**src/core/frs_pkg.sv**
```systemverilog
// constants, states and helpers for the fault report and shutdown block
// assumes one 100 MHz clock and a host reading the log over a spi slave port
// Contract
// (RL1) two report paths to host: readable error log and urgent alert line
// (RL2) alert line driven high when a serious error is detected; a critical one raises it only at the end of shutdown
// (RL3) serious means corrupt picture, too bright picture, or chipset damage
// (RL4) host should wire alert to an interrupt and service it there
// (RL5) error log readable over spi; host retrieves it that way
// (RL6) every detected error goes into the log, shutdown or not; the code drops it and sets the overflow bit when the log is full
// (RL7) critical errors also trigger emergency shutdown beyond logging
// (RL8) shutdown turns lights off, then parks mirrors, then removes their power
// (RL9) shutdown moves operating state to standby
// (RL10) shutdown stores causing errors in the log before signalling host
// (RL11) shutdown ends by setting status bit, then asserting alert
// (RL12) steps strictly ordered; alert stays high until host acknowledges
package frs_pkg;

   localparam int ERR_N_DEF     = 16;
   localparam int LOG_DEPTH_DEF = 16;
   localparam int CODE_W        = 7;
   localparam int BYTE_W        = 8;

   // spi command bytes
   localparam logic [7:0] CMD_STATUS = 8'h01;
   localparam logic [7:0] CMD_LOG    = 8'h02;
   localparam logic [7:0] CMD_ACK    = 8'h03;

   // status byte fields
   localparam int ST_ALERT_BIT = 0;
   localparam int ST_SHUT_BIT  = 1;
   localparam int ST_LOG_BIT   = 2;
   localparam int ST_OVF_BIT   = 3;

   // log entry: valid flag on top, error index below
   localparam int ENT_VALID_BIT = 7;

   // pin vector order and idle levels of the spi pins
   localparam int PIN_SCK  = 2;
   localparam int PIN_CS_N = 1;
   localparam int PIN_MOSI = 0;
   localparam logic [2:0] PIN_IDLE = 3'h2;
   localparam logic [2:0] BIT_LAST = 3'h7;

   typedef enum logic [3:0] {
      S_IDLE, S_LIGHT, S_PARK, S_POWER, S_STANDBY,
      S_CAPTURE, S_FLAG, S_ALERT, S_HOLD
   } frs_state_t;

   // answer byte for a command
   function automatic logic [7:0] frs_resp(input logic [7:0] cmd,
                                           input logic [7:0] status,
                                           input logic [7:0] head);
      logic [7:0] r;
      r = 8'h00;
      case (cmd)
         CMD_STATUS: r = status;
         CMD_LOG:    r = head;
         default:    r = 8'h00;
      endcase
      return r;
   endfunction : frs_resp

endpackage : frs_pkg

```
**src/core/frs_core.sv**
```systemverilog
// fault log, urgent alert and emergency shutdown sequencer
// assumes error strobes and step acknowledges come from logic on clock_i;
// spi pins are asynchronous and are synchronised here
`timescale 1ns/100ps
`default_nettype none

module frs_core #(
   parameter int ERR_N     = frs_pkg::ERR_N_DEF,
   parameter int LOG_DEPTH = frs_pkg::LOG_DEPTH_DEF
) (
   input  wire logic             clock_i,
   input  wire logic             reset_i,
   input  wire logic [ERR_N-1:0] err_event_i,
   input  wire logic [ERR_N-1:0] err_serious_i,
   input  wire logic [ERR_N-1:0] err_critical_i,
   input  wire logic             light_off_done_i,
   input  wire logic             mirror_parked_i,
   input  wire logic             mirror_off_done_i,
   input  wire logic             spi_sck_i,
   input  wire logic             spi_cs_n_i,
   input  wire logic             spi_mosi_i,
   output logic                  alert_o,
   output logic                  light_off_o,
   output logic                  mirror_park_o,
   output logic                  mirror_pwr_off_o,
   output logic                  standby_o,
   output logic                  shutdown_o,
   output logic                  spi_miso_o,
   output logic                  spi_miso_oe_o
);
   import frs_pkg::*;

   localparam int PW = $clog2(LOG_DEPTH);
   localparam int IW = $clog2(ERR_N);
   localparam logic [PW:0] FULL_CNT = (PW+1)'(LOG_DEPTH);

   frs_state_t state_r;
   logic [ERR_N-1:0] pend_r;
   logic [ERR_N-1:0] crit_hold_r;
   logic [CODE_W-1:0] log_mem [LOG_DEPTH];
   logic [PW-1:0] wr_ptr_r;
   logic [PW-1:0] rd_ptr_r;
   logic [PW:0]   count_r;
   logic          ovf_r;
   logic          pop;
   logic          ack;

   // error classes
   logic [ERR_N-1:0] crit_ev;
   logic [ERR_N-1:0] norm_ev;
   logic [ERR_N-1:0] wr_onehot;
   logic [IW-1:0]    wr_idx;
   logic             release_crit;
   logic             serious_ev;

   assign crit_ev    = err_event_i & err_critical_i;
   assign norm_ev    = err_event_i & ~err_critical_i;
   // critical errors alert only at the end of the sequence
   assign serious_ev = |(norm_ev & err_serious_i); // RL3
   assign release_crit = (state_r == S_CAPTURE) || (state_r == S_FLAG) ||
                         (state_r == S_ALERT) || (state_r == S_HOLD);

   // lowest pending error is written first
   always_comb begin
      wr_idx    = '0;
      wr_onehot = '0;
      for (int i = ERR_N-1; i >= 0; i--) begin
         if (pend_r[i]) begin
            wr_idx    = IW'(i);
            wr_onehot = '0;
            wr_onehot[i] = 1'b1;
         end
      end
   end

   // pending set wins over the write that clears it
   always_ff @(posedge clock_i) begin
      if (reset_i) begin
         pend_r      <= '0;
         crit_hold_r <= '0;
      end else if (release_crit) begin
         pend_r      <= (pend_r & ~wr_onehot) | norm_ev | crit_ev | crit_hold_r; // RL6 RL10
         crit_hold_r <= '0;
      end else begin
         pend_r      <= (pend_r & ~wr_onehot) | norm_ev; // RL6
         crit_hold_r <= crit_hold_r | crit_ev;
      end
   end

   // log ring; full log drops the entry and flags overflow
   always_ff @(posedge clock_i) begin
      if (reset_i) begin
         wr_ptr_r <= '0;
         rd_ptr_r <= '0;
         count_r  <= '0;
         ovf_r    <= 1'b0;
      end else begin
         if (|pend_r && count_r != FULL_CNT) begin
            log_mem[wr_ptr_r] <= CODE_W'(wr_idx); // RL1
            wr_ptr_r <= wr_ptr_r + 1'b1;
         end
         if (pop)
            rd_ptr_r <= rd_ptr_r + 1'b1;
         count_r <= count_r + (PW+1)'(|pend_r && count_r != FULL_CNT) - (PW+1)'(pop);
         if (|pend_r && count_r == FULL_CNT)
            ovf_r <= 1'b1;
         else if (ack)
            ovf_r <= 1'b0;
      end
   end

   // shutdown sequencer, one step at a time
   always_ff @(posedge clock_i) begin
      if (reset_i) begin
         state_r          <= S_IDLE;
         light_off_o      <= 1'b0;
         mirror_park_o    <= 1'b0;
         mirror_pwr_off_o <= 1'b0;
         standby_o        <= 1'b0;
         shutdown_o       <= 1'b0;
      end else begin
         case (state_r)
            S_IDLE: begin
               if (|crit_ev || |crit_hold_r) begin
                  light_off_o <= 1'b1; // RL7 RL8
                  state_r     <= S_LIGHT;
               end
            end
            S_LIGHT: begin
               if (light_off_done_i) begin
                  mirror_park_o <= 1'b1; // RL8 RL12
                  state_r       <= S_PARK;
               end
            end
            S_PARK: begin
               if (mirror_parked_i) begin
                  mirror_pwr_off_o <= 1'b1; // RL8 RL12
                  state_r          <= S_POWER;
               end
            end
            S_POWER: begin
               if (mirror_off_done_i) begin
                  standby_o <= 1'b1; // RL9
                  state_r   <= S_STANDBY;
               end
            end
            S_STANDBY: state_r <= S_CAPTURE;
            S_CAPTURE: begin
               // wait until the causes sit in the log
               if (pend_r == '0 && crit_hold_r == '0) begin
                  shutdown_o <= 1'b1; // RL10 RL11
                  state_r    <= S_FLAG;
               end
            end
            S_FLAG:  state_r <= S_ALERT;
            S_ALERT: state_r <= S_HOLD;
            S_HOLD: begin
               if (ack) begin
                  light_off_o      <= 1'b0;
                  mirror_park_o    <= 1'b0;
                  mirror_pwr_off_o <= 1'b0;
                  standby_o        <= 1'b0;
                  shutdown_o       <= 1'b0;
                  state_r          <= S_IDLE;
               end
            end
            default: state_r <= S_IDLE;
         endcase
      end
   end

   // alert: set wins over the host acknowledge
   always_ff @(posedge clock_i) begin
      if (reset_i)
         alert_o <= 1'b0;
      else if (serious_ev || state_r == S_ALERT) // RL2 RL11
         alert_o <= 1'b1;
      else if (ack) // RL12
         alert_o <= 1'b0;
   end

   // pin synchroniser: three stages, accept once stages two and three agree
   logic [2:0] pin_s1_r;
   logic [2:0] pin_s2_r;
   logic [2:0] pin_s3_r;
   logic [2:0] pin_r;
   logic [2:0] pin_prev_r;

   always_ff @(posedge clock_i) begin
      if (reset_i) begin
         pin_s1_r   <= PIN_IDLE;
         pin_s2_r   <= PIN_IDLE;
         pin_s3_r   <= PIN_IDLE;
         pin_r      <= PIN_IDLE;
         pin_prev_r <= PIN_IDLE;
      end else begin
         pin_s1_r   <= {spi_sck_i, spi_cs_n_i, spi_mosi_i};
         pin_s2_r   <= pin_s1_r;
         pin_s3_r   <= pin_s2_r;
         pin_r      <= (pin_s2_r & ~(pin_s2_r ^ pin_s3_r)) | (pin_r & (pin_s2_r ^ pin_s3_r));
         pin_prev_r <= pin_r;
      end
   end

   logic sel;
   logic sck_rise;
   logic sck_fall;
   assign sel      = ~pin_r[PIN_CS_N];
   assign sck_rise = sel & pin_r[PIN_SCK] & ~pin_prev_r[PIN_SCK];
   assign sck_fall = sel & ~pin_r[PIN_SCK] & pin_prev_r[PIN_SCK];

   // spi mode 0 slave; first byte is the command, then answer bytes
   logic [2:0] bit_cnt_r;
   logic [7:0] rx_sh_r;
   logic [7:0] tx_sh_r;
   logic [7:0] cmd_r;
   logic       cmd_valid_r;
   logic [7:0] rx_byte;
   logic       byte_done;
   logic [7:0] status;
   logic [7:0] head;
   logic [7:0] resp;

   assign rx_byte   = {rx_sh_r[6:0], pin_r[PIN_MOSI]};
   assign byte_done = sck_rise && bit_cnt_r == BIT_LAST;
   assign ack       = byte_done && !cmd_valid_r && rx_byte == CMD_ACK;
   assign pop       = byte_done && (cmd_valid_r ? cmd_r : rx_byte) == CMD_LOG &&
                      count_r != '0; // RL5

   always_comb begin
      status = '0;
      status[ST_ALERT_BIT] = alert_o;
      status[ST_SHUT_BIT]  = shutdown_o;
      status[ST_LOG_BIT]   = count_r != '0;
      status[ST_OVF_BIT]   = ovf_r;
      head = '0;
      if (count_r != '0) begin
         head[CODE_W-1:0]    = log_mem[rd_ptr_r];
         head[ENT_VALID_BIT] = 1'b1;
      end
      resp = frs_resp(cmd_valid_r ? cmd_r : rx_byte, status, head); // RL5
   end

   always_ff @(posedge clock_i) begin
      if (reset_i) begin
         bit_cnt_r     <= '0;
         rx_sh_r       <= '0;
         tx_sh_r       <= '0;
         cmd_r         <= '0;
         cmd_valid_r   <= 1'b0;
         spi_miso_o    <= 1'b0;
         spi_miso_oe_o <= 1'b0;
      end else if (!sel) begin
         bit_cnt_r     <= '0;
         cmd_valid_r   <= 1'b0;
         spi_miso_oe_o <= 1'b0;
      end else begin
         spi_miso_oe_o <= 1'b1;
         if (sck_rise) begin
            rx_sh_r   <= rx_byte;
            bit_cnt_r <= bit_cnt_r + 1'b1;
            if (byte_done) begin
               // answer msb must stand before the next rising edge
               spi_miso_o <= resp[BYTE_W-1];
               tx_sh_r    <= {resp[6:0], 1'b0};
               if (!cmd_valid_r) begin
                  cmd_r       <= rx_byte;
                  cmd_valid_r <= 1'b1;
               end
            end
         end else if (sck_fall && bit_cnt_r != '0) begin
            spi_miso_o <= tx_sh_r[BYTE_W-1];
            tx_sh_r    <= {tx_sh_r[6:0], 1'b0};
         end
      end
   end
endmodule : frs_core

`default_nettype wire

```
**config.mk**
```make
export PLATFORM = sky130hd
export DESIGN_NAME = frs_core
export DESIGN_NICKNAME = d
export VERILOG_FILES = /design/src/core/frs_pkg.sv /design/src/core/frs_core.sv
export SDC_FILE = /design/constraint.sdc
export NUM_CORES = 1
export LEC_CHECK = 0
export ABC_AREA = 1
export BUFFER_PORTS_ARGS = -buffer_cell sky130_fd_sc_hd__buf_2
export CAP_MARGIN = 5
export CORE_MARGIN = 4
export CORE_UTILIZATION = 63
export DETAILED_ROUTE_END_ITERATION = 10
export PLACE_DENSITY = 0.84
export SETUP_SLACK_MARGIN = 0.05
export SYNTH_ARGS = -nofsm -noshare
export SYNTH_HDL_FRONTEND = slang
export SYNTH_SLANG_ARGS = --single-unit
```
**constraint.sdc**
```tcl
create_clock -name clock_i -period 4.55 [get_ports clock_i]
set_input_delay 0.6825 -clock clock_i [delete_from_list [all_inputs] [get_ports clock_i]]
set_output_delay 0.6825 -clock clock_i [all_outputs]
set_load 0.01 [all_outputs]
```
* Word level (Yosys, flattened, before mapping)
Memory sizes are Yosys's and may differ from the RTL's. A register that Yosys moved wholly into a read port is not among the register bits.
Index checks and enable logic that the tools add are counted.
** Cells by class
- Add/subtract/negate cells :: 5
- Bitwise operators :: 22
- Equal/unequal tests :: 21
- Reduce and logical (&&, ||, !) cells :: 44
- Multiplexer cells :: 68
** Operator list (number)
- $mux W16 :: 17
- $mux W4 :: 24
- $and A16 B16 Y16 :: 4
- $or A16 B16 Y16 :: 4
- $reduce_or A16 Y1 :: 4
- $mux W8 :: 5
- $pmux W4 S9 :: 1
- $logic_not A16 Y1 :: 2
- $not A16 Y16 :: 2
- $reduce_and A3 Y1 :: 7
- $eq A4 B3 Y1 const B :: 4
- $eq A8 B2 Y1 const B :: 2
- $pmux W8 S2 :: 1
- $reduce_bool A2 Y1 :: 8
- $mux W1 :: 15
- $ne A2 B2 Y1 const B :: 5
- $pmux W1 S2 :: 5
- $logic_and A1 B1 Y1 :: 9
- $add A4 B1 Y4 const B :: 2
- $eq A4 B2 Y1 const B :: 2
- $eq A8 B1 Y1 const B :: 1
- $and A3 B3 Y3 :: 2
- $reduce_and A6 Y1 :: 1
- $add A5 B1 Y5 :: 1
- other kinds (20) :: 32
** Word-level totals
- Bits in writable memories :: 64
- Memories kept :: 1
- Output and inout bits :: 8
- Word-level logic and storage cells :: 186
- Register bits after elaboration :: 100
** Memories
- log_mem :: depth 16, width 4, rd ports 1, clocked after Yosys merged registers in 1, write ports 1, line frs_core.sv:40 : logic [CODE_W-1:0] log_mem [LOG_DEPTH];

* Depth between registers and ports, before layout
- Depth in word-level cells :: 22
- Mapped depth :: 19
- Mapped depth without buffers :: 18

* Worst setup path after synthesis
No wires, ideal clock.
- Kind :: register to register
- Start :: register cmd_valid_r
- End :: register count_r[4]
- Required time :: 4.428 ns
- Slack :: 1.807 ns
- Clock period less this slack :: 2.743 ns
- Path buffers :: 1
- Arrival time :: 2.621 ns
- Stages on the path, launching flop included :: 19
- Cells stage by stage :: dfxtp_1 -> inv_2 -> buf_6 -> o21ai_4 -> nand2_2 -> nor3_4 -> nand2_4 -> nor3_4 -> nand2_2 -> inv_1 -> ha_1 -> inv_1 -> ha_1 -> inv_1 -> fa_1 -> o21ai_0 -> a21oi_1 -> o21ai_0 -> a21oi_1
** On the way
- Cells in the longest elaborated chain, start to end :: 5
** RTL lines
- start, declared :: line frs_core.sv:217 : logic cmd_valid_r;
- start signal, assigned :: line frs_core.sv:250 : cmd_valid_r <= 1'b0;
- start signal, assigned :: line frs_core.sv:255 : cmd_valid_r <= 1'b0;
- start signal, assigned :: line frs_core.sv:268 : cmd_valid_r <= 1'b1;
- $mux W8
- $eq A8 B2 Y1 :: line frs_core.sv:227 : assign pop = byte_done && (cmd_valid_r ? cmd_r : rx_byte) == CMD_LOG &&
- $logic_and A1 B1 Y1 (2 in series) :: line frs_core.sv:227
- net pop :: line frs_core.sv:45 : logic pop;
- $sub A5 B1 Y5 :: line frs_core.sv:104 : count_r <= count_r + (PW+1)'(|pend_r && count_r != FULL_CNT) - (PW+1)'(pop);
- end signal, assigned :: line frs_core.sv:104
- end, declared :: line frs_core.sv:43 : logic [PW:0] count_r;
The timed path passes the listed nets, and every way through them passes these cells.
A chain may end at the register's enable or synchronous reset.

* Worst setup path in the final report
Same ends and word-level chain as after synthesis.

==> run_results.csv <==
group,metric,value,unit
yosys,syn_area,7370,sq um
global_route,track_usage,0.252,
sta,max_freq,327,MHz
sta,setup_viol,0,
finish,fin_nets,1013,
sta,slew_headroom,0.167,
yosys,synthTopCellsByArea,"dfxtp_1 27%, edfxtp_1 26%, nand2_1 7.4%, nor2_1 6.4%, inv_1 5.7%",
setup_path,worstSetupEndpointType,"register",
routing,dr.pass1.iters,8,
floorplanning,dieArea,13500,sq um
finish,syn_to_final_growth,14.1,%
setup_path,critical_path_class,"register to register",
yosys,synthFlopType,"dfxtp_1",
routing,viasPerCell,5.54,
sta,min_period,3060,ps
clock_tree,cts_resized,0,
setup_path,timing.critical_path.required,4860,ps
power_and_ir_drop,powerDensity,467,nW/um^2
finish,fin_area,8410,sq um
job,maxCapViolations,0,
routing,drt_iter0_drc,404,
routing,final_antenna_net_count,0,
sta,post-route-period-util,0.673,
clock_tree,tritoncts,"done",
clock_tree,cts_max_level,4,
yosys,yosysWarningCount,0,
global_route,antenna_found_initial,0,
floorplanning,die-width,116,um
power_and_ir_drop,p_leak,3.54,nW
worst_hold_path,min_path_type,"register to register",
sta,clock_skew,9.22,ps
yosys,yosysTopAreaCell,"dfxtp_1",
finish,fin_cells,1098,
yosys,synth_top_area_frac,0.274,
global_route,grt_pass1_wl,26700,um
routing,detail_route.wl_per_cell,14.8,um
setup_path,critPathMaxFanout,13,
placed_design,placed_cell_area,7790,sq um
routing,wirelength,16200,um
yosys,synthCells,880,
global_route,grt_pass1_vias,5649,
sta,tns,0,ps
clock_tree,cts_root_buf,"clkbuf_16",
floorplanning,core_area,11400,sq um
yosys,ys_seq_area_frac,0.535,
placed_design,io_buffers,63,
clock_tree,clock_path_buffers,2,
sta,finalHoldViolCount,0,
global_route,grt_overflow_total,0,
sta,rsz0062_at_grt,"no",
floorplanning,num_io_pins,64,
yosys,synth_edf_count,64,
setup_path,cp.arrival,3370,ps
setup_path,worst_setup_path_start_kind,"register",
outcome,outcome,"finished clean",
clock_tree,post-cts-setup-buffers,0,
placed_design,hpwl,11100,um
yosys,synth_nets,951,
yosys,async_flop_share,0,
yosys,synth_cell_types,43,
routing,drc,0,
sta,drv_slew,0,
finish,drive_above_1_share,0.130,
floorplanning,start_util,0.646,
clock_tree,clk_pin_slew,60,ps
global_route,grt_max_degree,37,
placed_design,dp.cells,1066,
floorplanning,floorplan.rows,39,
sta,tightest_slew,1250,ps
power_and_ir_drop,peakVddDrop,291,uV
clock_tree,cts.sink_count,165,
routing,vias,6080,
clock_tree,clock_latency,430,ps
yosys,ys_ff_latch,165,
placed_design,place_congestion,0.860,
yosys,avgSynthCellArea,8.38,sq um
clock_tree,cts_hold_buf,0,
floorplanning,die_height,116,um
finish,antenna_cells,0,
clock_tree,numCtsBuffers,17,
stage by stage:
stage / setup slack (ps) / util / total power, W / hold slack, ps
final: 1490 / 0.736 / 0.00393 / 413
after detailed placement: 1550 / 0.682 / 0.00243 / 398
after global routing: 1090 / 0.736 / 0.00410 / 420
after CTS: 1500 / 0.736 / 0.00393 / 413
after floorplan: 1810 / - / 0.00223 / 388
after global placement: 1670 / 0.682 / 0.00240 / 393
state kept, by name (all words and copies together) (netlist names), 3 cells and up, named ones only:
signal,count
crit_hold_r,16
pin_s3_r,3
state_r,4
log_mem,64
rx_sh_r,7
pin_s2_r,3
bit_cnt_r,3
rd_ptr_r,4
tx_sh_r,7
pend_r,16
pin_s1_r,3
wr_ptr_r,4
cmd_r,8
count_r,5
routing by layer:
metal,GRT usage,share of wire
met1,0.326,0.43
met2,0.422,0.49
met3,0.0513,0.066
met4,0.0951,0.021
met5,0,0
area by class of cell:
class / instances / area (sq um)
sequential: 165 / 3940
fill: 808 / 3010
multi-input combinational: 573 / 2880
inverter: 118 / 443
clock buffer: 20 / 437
timing repair buffer: 67 / 345
clock inverter: 12 / 184
tap: 143 / 179
worst paths after layout:
kind	start	depth (start not counted)	endpoint	slack, ps
worst max register to register	cmd_valid_r$_SDFFE_PP0P_	17	count_r[4]$_SDFF_PP0_	1490
worst max-delay path	cmd_valid_r$_SDFFE_PP0P_	17	count_r[4]$_SDFF_PP0_	1490
worst min-delay path	pin_s1_r[1]$_SDFF_PP1_	1	pin_s2_r[1]$_SDFF_PP1_	410
worst min register to register	pin_s1_r[1]$_SDFF_PP1_	1	pin_s2_r[1]$_SDFF_PP1_	410
worst max-delay path, cell delays in order (launching register included):
cell and delay [ps]:
dfxtp_1 420, inv_2 160, o21ai_1 220, nand2_2 90, nor3_4 160, nand2_4 110
nor3_4 180, nand2_2 110, inv_1 70, ha_1 230, inv_1 70, ha_1 160
inv_1 60, fa_1 420, o21ai_0 170, a21oi_1 90, o21ai_0 160, a21oi_1 60
cells in the final DEF, fill, tap and decap left out, drive strengths merged:
master,netlist,layout
edfxtp,64,64
nor3,9,9
fa,1,1
o31a,1,1
a22oi,1,1
inv,116,116
xor2,2,2
nand4,18,18
o22ai,6,6
or2,2,2
dfxtp,101,101
nor4,3,3
xnor2,1,1
nor2,130,130
a211oi,2,2
nand3,37,37
o21ai,86,86
a221oi,1,1
nand2,152,152
ha,14,14
a31oi,8,8
o211ai,9,9
nor3b,3,3
clkinv,2,9
a21oi,84,84
a41oi,1,1
bufinv,0,5
buf,10,67
o31ai,1,1
o221ai,1,1
clkbuf,14,20
cells in the mapped netlist (3+ instances only):
library cell / n
edfxtp_1: 64
o211ai_1: 9
ha_1: 14
nor2_2: 3
nor3b_1: 3
o21ai_2: 4
nand2_2: 4
a21oi_1: 81
a21oi_2: 3
inv_1: 112
nor3_1: 5
inv_2: 4
buf_2: 6
nand2_1: 146
nor2_1: 125
a31oi_1: 8
o22ai_1: 6
nor4_1: 3
clkbuf_1: 14
dfxtp_1: 101
o21ai_0: 79
nand4_1: 18
nand3_1: 37
nor3_4: 4
where the power goes:
part	switching [W]	internal, W
sequential	0.0000717	0.00170
combinational	0.000435	0.000208
clock	0.000546	0.000965
total	0.00105	0.00287
logic make-up (layout without fill, tap and decap cells):
group,after synthesis,count (layout),share of synthesized area
simple gates,354,354,0.210
compound gates,201,201,0.150
flops,165,165,0.535
buf+inv,142,217,0.0748
fa+ha+maj,15,15,0.0265
xor+xnor,3,3,0.00356
Power figures use the tool's default switching activity.
